--- config.mk ---
export PLATFORM = sky130hd
export DESIGN_NAME = ufpe_uart
export DESIGN_NICKNAME = d
export VERILOG_FILES = /design/src/design/ufpe_pkg.sv /design/src/design/ufpe_tick.sv /design/src/design/ufpe_uart.sv
export VERILOG_INCLUDE_DIRS = /design/src /design/src/design
export SDC_FILE = /design/constraint.sdc
export NUM_CORES = 1
export LEC_CHECK = 0
export ABC_CLOCK_PERIOD_IN_PS = 2000
export BUFFER_PORTS_ARGS = -buffer_cell sky130_fd_sc_hd__buf_2
export CAP_MARGIN = 5
export CELL_PAD_IN_SITES_DETAIL_PLACEMENT = 1
export CELL_PAD_IN_SITES_GLOBAL_PLACEMENT = 2
export CORE_MARGIN = 8
export CORE_UTILIZATION = 32
export CTS_CLUSTER_DIAMETER = 60
export DETAILED_ROUTE_END_ITERATION = 8
export HOLD_SLACK_MARGIN = 0.05
export PLACE_DENSITY_LB_ADDON = 0.1
export SETUP_SLACK_MARGIN = 0.1
export SLEW_MARGIN = 30
export SYNTH_ARGS = -nofsm -noshare
export SYNTH_HDL_FRONTEND = slang
export SYNTH_HIERARCHICAL = 1
export SYNTH_SLANG_ARGS = --single-unit
--- constraint.sdc ---
create_clock -name CLK_SYS -period 2 [get_ports CLK_SYS]
set_input_delay 0.2 -clock CLK_SYS [delete_from_list [all_inputs] [get_ports CLK_SYS]]
set_output_delay 0.2 -clock CLK_SYS [all_outputs]
set_load 0.01 [all_outputs]
--- src/design/ufpe_params.svh ---
// Purpose: Named constants for the UART frame, parity and error block
// Assumes: 200 MHz system clock
// Notes: Register offsets are byte addresses on APB
`ifndef UFPE_PARAMS_SVH
`define UFPE_PARAMS_SVH
`define UFPE_CLK_HZ 200000000
`define UFPE_BAUD 9575
`define UFPE_START_US 52
`define UFPE_OFS_CTRL 12'h000
`define UFPE_OFS_TXH 12'h004
`define UFPE_OFS_RXB 12'h008
`define UFPE_OFS_STAT 12'h00C
`define UFPE_OFS_IRQ 12'h010
`define UFPE_RXB_RST 8'hFF
`define UFPE_TXH_RST 8'hFF
`define UFPE_CTRL_TXE 0
`define UFPE_CTRL_RXE 1
`define UFPE_CTRL_LEN8 2
`define UFPE_CTRL_STOP2 3
`define UFPE_CTRL_PAR_LO 4
`define UFPE_CTRL_SUPP 6
`endif

--- src/design/ufpe_pkg.sv ---
// Purpose: Types for the UART frame, parity and error block
// Assumes: ufpe_params.svh holds the numbers
// Notes: Parity codes follow the control register field
package ufpe_pkg;
	typedef enum logic [1:0] {
		UFPE_PAR_NONE = 2'h0,
		UFPE_PAR_ZERO = 2'h1,
		UFPE_PAR_ODD = 2'h2,
		UFPE_PAR_EVEN = 2'h3
	} ufpe_par_e;
	typedef struct packed {
		logic supp;
		ufpe_par_e par;
		logic stop2;
		logic len8;
		logic rxe;
		logic txe;
	} ufpe_cfg_s;
	typedef struct packed {
		logic ovr;
		logic frm;
		logic par;
	} ufpe_err_s;
endpackage : ufpe_pkg

--- src/design/ufpe_tick.sv ---
// Purpose: Bit-rate and half-bit enable pulses
// Assumes: One clock, synchronous active-low reset
// Notes: Counter restarts on clr so bit centres track the start edge
`timescale 1ns/10ps
`default_nettype none
module ufpe_tick #(
	parameter int DIV = 20888
) (
	input wire logic clk,
	input wire logic rst_n,
	input wire logic clr,
	output logic tick,
	output logic half
);
	logic [15:0] cnt_ff;
	always_ff @(posedge clk) begin
		if (!rst_n || clr || tick) begin
			cnt_ff <= 16'h0000;
		end else begin
			cnt_ff <= cnt_ff + 16'h0001;
		end
	end
	assign tick = (cnt_ff == 16'(DIV - 1));
	assign half = (cnt_ff == 16'(DIV / 2 - 1));
endmodule : ufpe_tick
`default_nettype wire

--- src/design/ufpe_uart.sv ---
// Purpose: UART frame formatting, parity and receive errors with an APB slave
// Assumes: RXD synchronous to CLK_SYS; zero-wait APB
// Notes: Software reads status before the receive buffer
`timescale 1ns/10ps
`default_nettype none
`include "ufpe_params.svh"
module ufpe_uart import ufpe_pkg::*; #(
	parameter int CLK_HZ = `UFPE_CLK_HZ,
	parameter int BAUD = `UFPE_BAUD
) (
	input wire logic CLK_SYS,
	input wire logic RST_N,
	input wire logic PSEL,
	input wire logic PENABLE,
	input wire logic PWRITE,
	input wire logic [11:0] PADDR,
	input wire logic [31:0] PWDATA,
	output logic [31:0] PRDATA,
	output logic PREADY,
	output logic PSLVERR,
	input wire logic RXD,
	output logic TXD,
	output logic IRQ
);
	localparam int DIV = CLK_HZ / BAUD;
	localparam int START_CYC = (CLK_HZ / 1000000) * `UFPE_START_US;
	typedef enum logic [4:0] {
		UFPE_TX_IDLE = 5'h01, UFPE_TX_START = 5'h02, UFPE_TX_DATA = 5'h04,
		UFPE_TX_PAR = 5'h08, UFPE_TX_STOP = 5'h10
	} ufpe_tx_e;
	typedef enum logic [4:0] {
		UFPE_RX_IDLE = 5'h01, UFPE_RX_CHK = 5'h02, UFPE_RX_DATA = 5'h04,
		UFPE_RX_PAR = 5'h08, UFPE_RX_STOP = 5'h10
	} ufpe_rx_e;
	ufpe_cfg_s cfg_ff;
	ufpe_err_s err_ff;
	ufpe_tx_e tx_state_ff;
	ufpe_rx_e rx_state_ff;
	logic [7:0] uart_transmit_holding_ff;
	logic [7:0] uart_receive_buffer_ff;
	logic [7:0] tx_sh_ff;
	logic [7:0] rx_sh_ff;
	logic [2:0] tx_cnt_ff;
	logic [2:0] rx_cnt_ff;
	logic tx_go_ff;
	logic tx_par_ff;
	logic tx_stop_ff;
	logic rx_par_ff;
	logic rx_full_ff;
	logic serial_unit_irq_flag_ff;
	logic txd_ff;
	logic [31:0] prdata_ff;
	logic [15:0] chk_ff;
	logic wr;
	logic rd;
	logic tx_tick;
	logic rx_tick;
	logic tx_done;
	logic rx_done;
	logic rx_fail;
	logic rx_last;
	logic tx_last;
	logic [7:0] rx_char;
	logic rx_perr;
	assign wr = PSEL && PENABLE && PWRITE;
	assign rd = PSEL && PENABLE && !PWRITE;
	assign PREADY = 1'b1;
	assign PSLVERR = 1'b0;
	assign PRDATA = prdata_ff;
	assign TXD = txd_ff;
	assign IRQ = serial_unit_irq_flag_ff;
	ufpe_tick #(.DIV(DIV)) u_tx_tick (
		.clk(CLK_SYS), .rst_n(RST_N), .clr(tx_state_ff == UFPE_TX_IDLE),
		.tick(tx_tick), .half()
	);
	ufpe_tick #(.DIV(DIV)) u_rx_tick (
		.clk(CLK_SYS), .rst_n(RST_N), .clr(rx_state_ff == UFPE_RX_IDLE || rx_state_ff == UFPE_RX_CHK),
		.tick(rx_tick), .half()
	);
	// Configuration register
	always_ff @(posedge CLK_SYS) begin
		if (!RST_N) begin
			cfg_ff <= '0;
		end else if (wr && PADDR == `UFPE_OFS_CTRL) begin
			cfg_ff <= ufpe_cfg_s'(PWDATA[`UFPE_CTRL_SUPP:`UFPE_CTRL_TXE]);
		end
	end
	// Holding write starts a frame when the transmitter is enabled
	always_ff @(posedge CLK_SYS) begin
		if (!RST_N) begin
			uart_transmit_holding_ff <= `UFPE_TXH_RST;
			tx_go_ff <= 1'b0;
		end else if (wr && PADDR == `UFPE_OFS_TXH) begin
			uart_transmit_holding_ff <= PWDATA[7:0];
			tx_go_ff <= cfg_ff.txe;
		end else if (tx_state_ff == UFPE_TX_IDLE) begin
			tx_go_ff <= 1'b0;
		end
	end
	assign tx_last = (tx_cnt_ff == (cfg_ff.len8 ? 3'h7 : 3'h6));
	assign tx_done = tx_tick && tx_state_ff == UFPE_TX_STOP && (tx_stop_ff || !cfg_ff.stop2);
	// Transmitter
	always_ff @(posedge CLK_SYS) begin
		if (!RST_N) begin
			tx_state_ff <= UFPE_TX_IDLE;
			txd_ff <= 1'b1;
			tx_sh_ff <= 8'h00;
			tx_cnt_ff <= 3'h0;
			tx_par_ff <= 1'b0;
			tx_stop_ff <= 1'b0;
		end else begin
			case (tx_state_ff)
				UFPE_TX_IDLE: begin
					txd_ff <= 1'b1;
					if (tx_go_ff) begin
						tx_sh_ff <= {cfg_ff.len8 & uart_transmit_holding_ff[7],
							uart_transmit_holding_ff[6:0]};
						tx_par_ff <= (cfg_ff.len8 & uart_transmit_holding_ff[7])
							^ (^uart_transmit_holding_ff[6:0]);
						txd_ff <= 1'b0;
						tx_cnt_ff <= 3'h0;
						tx_stop_ff <= 1'b0;
						tx_state_ff <= UFPE_TX_START;
					end
				end
				UFPE_TX_START: if (tx_tick) begin
					txd_ff <= tx_sh_ff[0];
					tx_state_ff <= UFPE_TX_DATA;
				end
				UFPE_TX_DATA: if (tx_tick) begin
					tx_sh_ff <= {1'b0, tx_sh_ff[7:1]};
					tx_cnt_ff <= tx_cnt_ff + 3'h1;
					if (!tx_last) begin
						txd_ff <= tx_sh_ff[1];
					end else if (cfg_ff.par == UFPE_PAR_NONE) begin
						txd_ff <= 1'b1;
						tx_state_ff <= UFPE_TX_STOP;
					end else begin
						case (cfg_ff.par)
							UFPE_PAR_EVEN: txd_ff <= tx_par_ff;
							UFPE_PAR_ODD: txd_ff <= ~tx_par_ff;
							default: txd_ff <= 1'b0;
						endcase
						tx_state_ff <= UFPE_TX_PAR;
					end
				end
				UFPE_TX_PAR: if (tx_tick) begin
					txd_ff <= 1'b1;
					tx_state_ff <= UFPE_TX_STOP;
				end
				UFPE_TX_STOP: if (tx_tick) begin
					tx_stop_ff <= 1'b1;
					if (tx_done) begin
						tx_state_ff <= UFPE_TX_IDLE;
					end
				end
				default: tx_state_ff <= UFPE_TX_IDLE;
			endcase
		end
	end
	assign rx_last = (rx_cnt_ff == (cfg_ff.len8 ? 3'h7 : 3'h6));
	assign rx_char = cfg_ff.len8 ? rx_sh_ff : {1'b0, rx_sh_ff[7:1]};
	assign rx_done = rx_tick && rx_state_ff == UFPE_RX_STOP;
	assign rx_fail = rx_done && !RXD;
	// Receiver; the bit counter restarts at the start check, which sits mid start bit,
	// so every later full-bit tick lands mid-bit; a half count would hit bit edges
	always_ff @(posedge CLK_SYS) begin
		if (!RST_N || !cfg_ff.rxe) begin
			rx_state_ff <= UFPE_RX_IDLE;
			chk_ff <= 16'h0000;
			rx_sh_ff <= 8'h00;
			rx_cnt_ff <= 3'h0;
			rx_par_ff <= 1'b0;
		end else begin
			case (rx_state_ff)
				UFPE_RX_IDLE: begin
					chk_ff <= 16'h0000;
					if (!RXD) begin
						rx_state_ff <= UFPE_RX_CHK;
					end
				end
				UFPE_RX_CHK: begin
					chk_ff <= chk_ff + 16'h0001;
					if (chk_ff == 16'(START_CYC - 1)) begin
						rx_state_ff <= RXD ? UFPE_RX_IDLE : UFPE_RX_DATA;
						rx_cnt_ff <= 3'h0;
						rx_par_ff <= 1'b0;
					end
				end
				UFPE_RX_DATA: if (rx_tick) begin
					rx_sh_ff <= {RXD, rx_sh_ff[7:1]};
					rx_par_ff <= rx_par_ff ^ RXD;
					rx_cnt_ff <= rx_cnt_ff + 3'h1;
					if (rx_last) begin
						rx_state_ff <= (cfg_ff.par == UFPE_PAR_NONE) ? UFPE_RX_STOP : UFPE_RX_PAR;
					end
				end
				UFPE_RX_PAR: if (rx_tick) begin
					rx_par_ff <= rx_par_ff ^ RXD;
					rx_state_ff <= UFPE_RX_STOP;
				end
				UFPE_RX_STOP: if (rx_tick) begin
					rx_state_ff <= UFPE_RX_IDLE;
				end
				default: rx_state_ff <= UFPE_RX_IDLE;
			endcase
		end
	end
	always_comb begin
		case (cfg_ff.par)
			UFPE_PAR_EVEN: rx_perr = rx_par_ff;
			UFPE_PAR_ODD: rx_perr = ~rx_par_ff;
			default: rx_perr = 1'b0;
		endcase
	end
	// Receive buffer and error status; an arriving error beats the read clear
	always_ff @(posedge CLK_SYS) begin
		if (!RST_N) begin
			uart_receive_buffer_ff <= `UFPE_RXB_RST;
			rx_full_ff <= 1'b0;
			err_ff <= '0;
		end else begin
			if (rd && PADDR == `UFPE_OFS_RXB) begin
				err_ff <= '0;
				rx_full_ff <= 1'b0;
			end
			if (rx_done) begin
				uart_receive_buffer_ff <= rx_char;
				rx_full_ff <= 1'b1;
				err_ff <= '{ovr: rx_full_ff, frm: rx_fail, par: rx_perr};
			end
		end
	end
	// Single request flag; written one clears it, a new completion wins
	always_ff @(posedge CLK_SYS) begin
		if (!RST_N) begin
			serial_unit_irq_flag_ff <= 1'b0;
		end else if (tx_done || (rx_done
			&& !(cfg_ff.supp && (rx_fail || rx_perr || rx_full_ff)))) begin
			serial_unit_irq_flag_ff <= 1'b1;
		end else if (wr && PADDR == `UFPE_OFS_IRQ && PWDATA[0]) begin
			serial_unit_irq_flag_ff <= 1'b0;
		end
	end
	// Read data; unmapped addresses read zero
	always_ff @(posedge CLK_SYS) begin
		if (!RST_N) begin
			prdata_ff <= 32'h0000_0000;
		end else if (PSEL && !PENABLE && !PWRITE) begin
			case (PADDR)
				`UFPE_OFS_CTRL: prdata_ff <= {25'h0, cfg_ff};
				`UFPE_OFS_TXH: prdata_ff <= {24'h0, uart_transmit_holding_ff};
				`UFPE_OFS_RXB: prdata_ff <= {24'h0, uart_receive_buffer_ff};
				`UFPE_OFS_STAT: prdata_ff <= {28'h0, rx_full_ff, err_ff};
				`UFPE_OFS_IRQ: prdata_ff <= {31'h0, serial_unit_irq_flag_ff};
				default: prdata_ff <= 32'h0000_0000;
			endcase
		end
	end
	property p_idle_high;
		@(posedge CLK_SYS) disable iff (!RST_N)
		tx_state_ff == UFPE_TX_IDLE && !tx_go_ff |=> TXD;
	endproperty
	a_idle_high: assert property (p_idle_high) else $error("txd not idle high");
	property p_start_low;
		@(posedge CLK_SYS) disable iff (!RST_N)
		tx_state_ff == UFPE_TX_START |-> !TXD;
	endproperty
	a_start_low: assert property (p_start_low) else $error("start bit not low");
	property p_rxclr;
		@(posedge CLK_SYS) disable iff (!RST_N)
		rd && PADDR == `UFPE_OFS_RXB && !rx_done |=> err_ff == '0;
	endproperty
	a_rxclr: assert property (p_rxclr) else $error("status not cleared");
	property p_frm;
		@(posedge CLK_SYS) disable iff (!RST_N)
		rx_done && !RXD |=> err_ff.frm;
	endproperty
	a_frm: assert property (p_frm) else $error("framing error missed");
	property p_ovr;
		@(posedge CLK_SYS) disable iff (!RST_N)
		rx_done && rx_full_ff |=> err_ff.ovr;
	endproperty
	a_ovr: assert property (p_ovr) else $error("overrun missed");
	property p_nopar;
		@(posedge CLK_SYS) disable iff (!RST_N)
		rx_done && cfg_ff.par[1] == 1'b0 |=> !err_ff.par;
	endproperty
	a_nopar: assert property (p_nopar) else $error("bad parity error");
	property p_len7;
		@(posedge CLK_SYS) disable iff (!RST_N)
		rx_done && !cfg_ff.len8 |=> !uart_receive_buffer_ff[7];
	endproperty
	a_len7: assert property (p_len7) else $error("bit7 not zero");
	property p_store;
		@(posedge CLK_SYS) disable iff (!RST_N)
		rx_done |=> rx_full_ff;
	endproperty
	a_store: assert property (p_store) else $error("char not stored");
	property p_irq;
		@(posedge CLK_SYS) disable iff (!RST_N)
		tx_done |=> IRQ;
	endproperty
	a_irq: assert property (p_irq) else $error("tx completion lost");
endmodule : ufpe_uart
`default_nettype wire

-- After elaboration in Yosys (flattened, before gate mapping)
Cells that the tools add are included.
W data, S select, Z words.
- input bits: 50
- output and inout bits: 36
- word-level logic and storage cells: 180
- flip-flop bits (word level): 145
- bitwise gates (word level): 5
- equality and inequality tests: 35
- $add $sub $neg: 5
- reductions and logical operators: 55
- muxes and demuxes: 52
- operator list (operator ; count):
    $mux W5 ; 14
    $pmux W5 S5 ; 2
    $add A16 B1 Y16 const B ; 3
    $pmux W8 S5 ; 1
    $eq A16 B15 Y1 const B ; 2
    $pmux W16 S2 ; 1
    $eq A12 B4 Y1 const B ; 2
    $mux W8 ; 3
    $ne A2 B2 Y1 const B ; 12
    $mux W3 ; 7
    $eq A16 B14 Y1 const B ; 1
    $logic_and A1 B1 Y1 ; 16
    $mux W1 ; 16
    $pmux W8 S2 ; 1
    $reduce_bool A2 Y1 ; 8
    $eq A12 B3 Y1 const B ; 1
    $eq A12 B5 Y1 const B ; 1
    $logic_not A12 Y1 ; 1
    $pmux W3 S2 ; 2
    $reduce_and A3 Y1 ; 4
    $eq A5 B1 Y1 const B ; 2
    $eq A5 B2 Y1 const B ; 2
    $eq A5 B3 Y1 const B ; 2
    $eq A5 B4 Y1 const B ; 2
    20 further kinds ; 46

-- Depth between registers and ports, before layout
- word-level depth: 10
- gate-level depth with buffers: 9
- depth with buffers taken out: 9

-- Hierarchy
The synthesis kept the hierarchy.
- modules (own cells, without submodules) (module ; area an instance (um2) ; instances ; seq. area each (um2) ; cells each):
    ufpe_uart ; 4773.3 ; 1 ; 1781.7 ; 547
    ufpe_tick ; 854.6 ; 2 ; 320.3 ; 89

-- Worst setup path after synthesis
Ideal clock, no wire load.
- path kind: register to register
- from: register u_rx_tick.cnt_ff[0]
- to: register rx_state_ff[3]
- library setup time: 0.071 ns
- buffers on the path: 0
- clock period less this slack: 1.983 ns
- data required time: 1.929 ns
- path slack: 0.017 ns
- cell stages (with the launch flop): 10
- data arrival time: 1.912 ns
- cell sequence: dfxtp_1 -> inv_1 -> ha_1 -> nor4bb_1 -> and4_4 -> nor3_1 -> o211ai_2 -> o211ai_2 -> or4_1 -> a21oi_1
- longest elaborated chain between the ends: 3
- elaborated cells between the ends (all ways): 5
- those cells by class: eq/ne: 4; reduce/logical: 1
- ends and longest elaborated chain (what ; RTL line ; RTL):
    start, declared ; ufpe_tick.sv:15 ; logic [15:0] cnt_ff;
    start signal, assigned ; ufpe_tick.sv:20 ; cnt_ff <= cnt_ff + 16'h0001;
    $eq A16 B15 Y1 * ; ufpe_tick.sv:23 ; assign tick = (cnt_ff == 16'(DIV - 1));
    via rx_tick ; ufpe_uart.sv:57 ; logic rx_tick;
    $ne A2 B2 Y1 (no line) ; n/a ;
    $reduce_and A6 Y1 (no line) * ; n/a ;
    end signal, assigned ; ufpe_uart.sv:185 ; rx_state_ff <= RXD ? UFPE_RX_IDLE : UFPE_RX_DATA;
    end signal, assigned ; ufpe_uart.sv:195 ; rx_state_ff <= (cfg_ff.par == UFPE_PAR_NONE) ? UFPE_RX_STOP : UFPE_RX_PAR;
    end, declared ; ufpe_uart.sv:38 ; ufpe_rx_e rx_state_ff;
The timed path passes the listed nets; every way through them passes the cells marked *.
A chain may end at the register's enable or synchronous reset.

-- Worst setup path after layout
- from: register u_rx_tick.cnt_ff[1]
- to: register rx_state_ff[3]
Same word-level chain as after synthesis.

==> flow_metrics.py <==
metrics = {
    "run_status": {
        "outcome": "completed",
    },
    "grt": {
        "grt.overflow.total": 0,
        "first_global_vias": 5723,
        "track_usage": 0.155,
        "grt_pass1_wl_microns": 30200,
        "grt_max_degree": 28,
        "antenna_found_initial": 0,
    },
    "cells_and_area": {
        "final_cell_mix": "dfxtp_1 (111), nand2_1 (60), buf_4 (55), nor2_1 (47), buf_2 (35)",
        "layout-drive-gt1-share": 0.268,
        "nFillCells": 2325,
        "multi_input_area_sq_um": 3770,
        "register_area_sq_um": 2430,
        "syn2layout_area_growth_pct": 25.4,
        "layout_commonest_cell": "dfxtp_1",
        "fin_nets": 860,
        "layoutNonFillerInstCount": 1086,
        "diodes": 0,
    },
    "place": {
        "gp_routability_congestion": 0.800,
        "portBuffers": 35,
        "numPlacedInstances": 1038,
        "dp_hpwl_microns": 13600,
    },
    "detailed_routing": {
        "drcViolationCount": 0,
        "vias": 5442,
        "drt_iter0_drc": 181,
        "routed_wl_microns": 18700,
        "dr.pass1.iters": 4,
        "detail-route-antenna-nets": 0,
        "route.detailed.wl_per_inst_microns": 17.2,
        "viasPerCell": 5.01,
    },
    "worst_setup_path": {
        "crit_required_ps": 2340,
        "cp-end-kind": "flip-flop",
        "path_class": "flip-flop to flip-flop",
        "arrival_ps": 2290,
        "cp-start-kind": "flip-flop",
        "crit_fanout": 5,
    },
    "timing": {
        "drv_slew": 0,
        "worstMarginPinSlew_ps": 595,
        "setup_viol": 0,
        "hold_violations": 0,
        "rsz0062_at_grt": "yes",
        "post-route-period-util": 0.975,
        "fmax_ghz": 0.513,
        "clock-skew-final_ps": 8.06,
        "period_needed_ps": 1950,
        "worst_slew_margin_rel": 0.603,
        "final.setup.tns_ps": 0,
    },
    "min_path": {
        "hp-class": "primary input to flip-flop",
    },
    "floorplanning": {
        "die_w_microns": 158,
        "start_util": 0.321,
        "ios": 86,
        "core-area_sq_um": 20000,
        "die_area_sq_um": 24900,
        "rows": 52,
        "die-height_microns": 158,
    },
    "clock_network": {
        "clock-sinks": 121,
        "clock_path_buffers": 2,
        "cts-htree-levels": 4,
        "cts_tree": "done",
        "clock_latency_ps": 420,
        "root_buffer": "clkbuf_16",
        "cts.clk_slew.worst_paths_ps": 60,
        "cts_made_buffers": 17,
    },
    "yosys": {
        "avgSynthCellArea_sq_um": 8.98,
        "yosysWarnings": 6,
        "syn_inst": 715,
        "syn_area_sq_um": 6420,
    },
    "pwr": {
        "power.density_nw_per_um2": 759,
        "p_leak_nw": 2.91,
        "vdd.ir_drop.worst_v": 0.000473,
    },
    "run": {
        "drv_cap": 0,
    },
}
[power breakdown]
group | internal (W) | total (W) | switching, W
Clock | 0.00235 | 0.00356 | 0.00120
Sequential | 0.00241 | 0.00241 | 0.000000746
Combinational | 0.0000550 | 0.000147 | 0.0000923
[timing repair]
action / 4_1_cts / 5_1_grt
cloned: 0 / 1
hold buffers: 6 / 0
endpoints found under the setup margin: 25 / 63
endpoints found under the hold margin: 8 / 0
gates resized for setup: 9 / 46
buffers inserted: 2 / 7
pin swaps: 4 / 15
[worst paths after layout]
kind                            depth (start not counted)                      startpoint  slack [ps]                                        to
worst max register to register                          8  u_rx_tick/cnt_ff[1]$_SDFF_PP0_          50               rx_state_ff[3]$_SDFFE_PP0P_
worst min-delay path                                    3                       PWDATA[1]          70  uart_transmit_holding_ff[1]$_SDFFE_PN1P_
worst min register to register                          2        rx_sh_ff[0]$_SDFFE_PP0P_         470                  rx_sh_ff[0]$_SDFFE_PP0P_
worst max-delay path                                    8  u_rx_tick/cnt_ff[1]$_SDFF_PP0_          50               rx_state_ff[3]$_SDFFE_PP0P_
[registers in the layout (all words and copies together), names as in the netlist, 3 cells and up]
register and count:
u_rx_tick/cnt_ff 16, chk_ff 16, tx_state_ff 5, rx_cnt_ff 3, uart_transmit_holding_ff 8, cfg_ff 7
tx_sh_ff 8, tx_cnt_ff 3, rx_sh_ff 8, PRDATA 8, u_tx_tick/cnt_ff 16, rx_state_ff 5
uart_receive_buffer_ff 8, err_ff 3
[stage by stage]
stage                     hold WS, ps  setup slack, ps  cell area [sq um]   util  power (W)
after global placement            422             42.2               7020  0.351    0.00260
after floorplan                   325             55.2               6510      -    0.00257
after CTS                        66.8             26.2               7800  0.391    0.00621
final                            65.2             50.0               8050  0.403    0.00611
after detailed placement          431            -15.7               7020  0.351    0.00260
after global routing             78.0            -21.3               8050  0.403    0.00633
[cell type report]
cell class	count	area share
repair buffers	105	0.0968
flip-flops and latches	121	0.302
clock buffers	18	0.0533
well taps	270	0.0420
inverters	15	0.00699
clock inverters	14	0.0305
multi-input cells	543	0.468
[critical path, stage by stage, from the launching register on]
cell,delay [ps]
dfxtp_1,370
ha_4,130
nor4bb_1,200
and4_4,320
nor3_4,50
o211ai_2,70
o211ai_2,120
or4_4,490
a21oi_2,120
[layer usage]
metal / wire (microns) / part of all wire / GRT usage
met5: 0 / 0 / 0
met4: 183 / 0.0098 / 0.0417
met3: 529 / 0.028 / 0.0306
met2: 9710 / 0.52 / 0.274
met1: 8250 / 0.44 / 0.187
(Power assumes the default switching activity.)
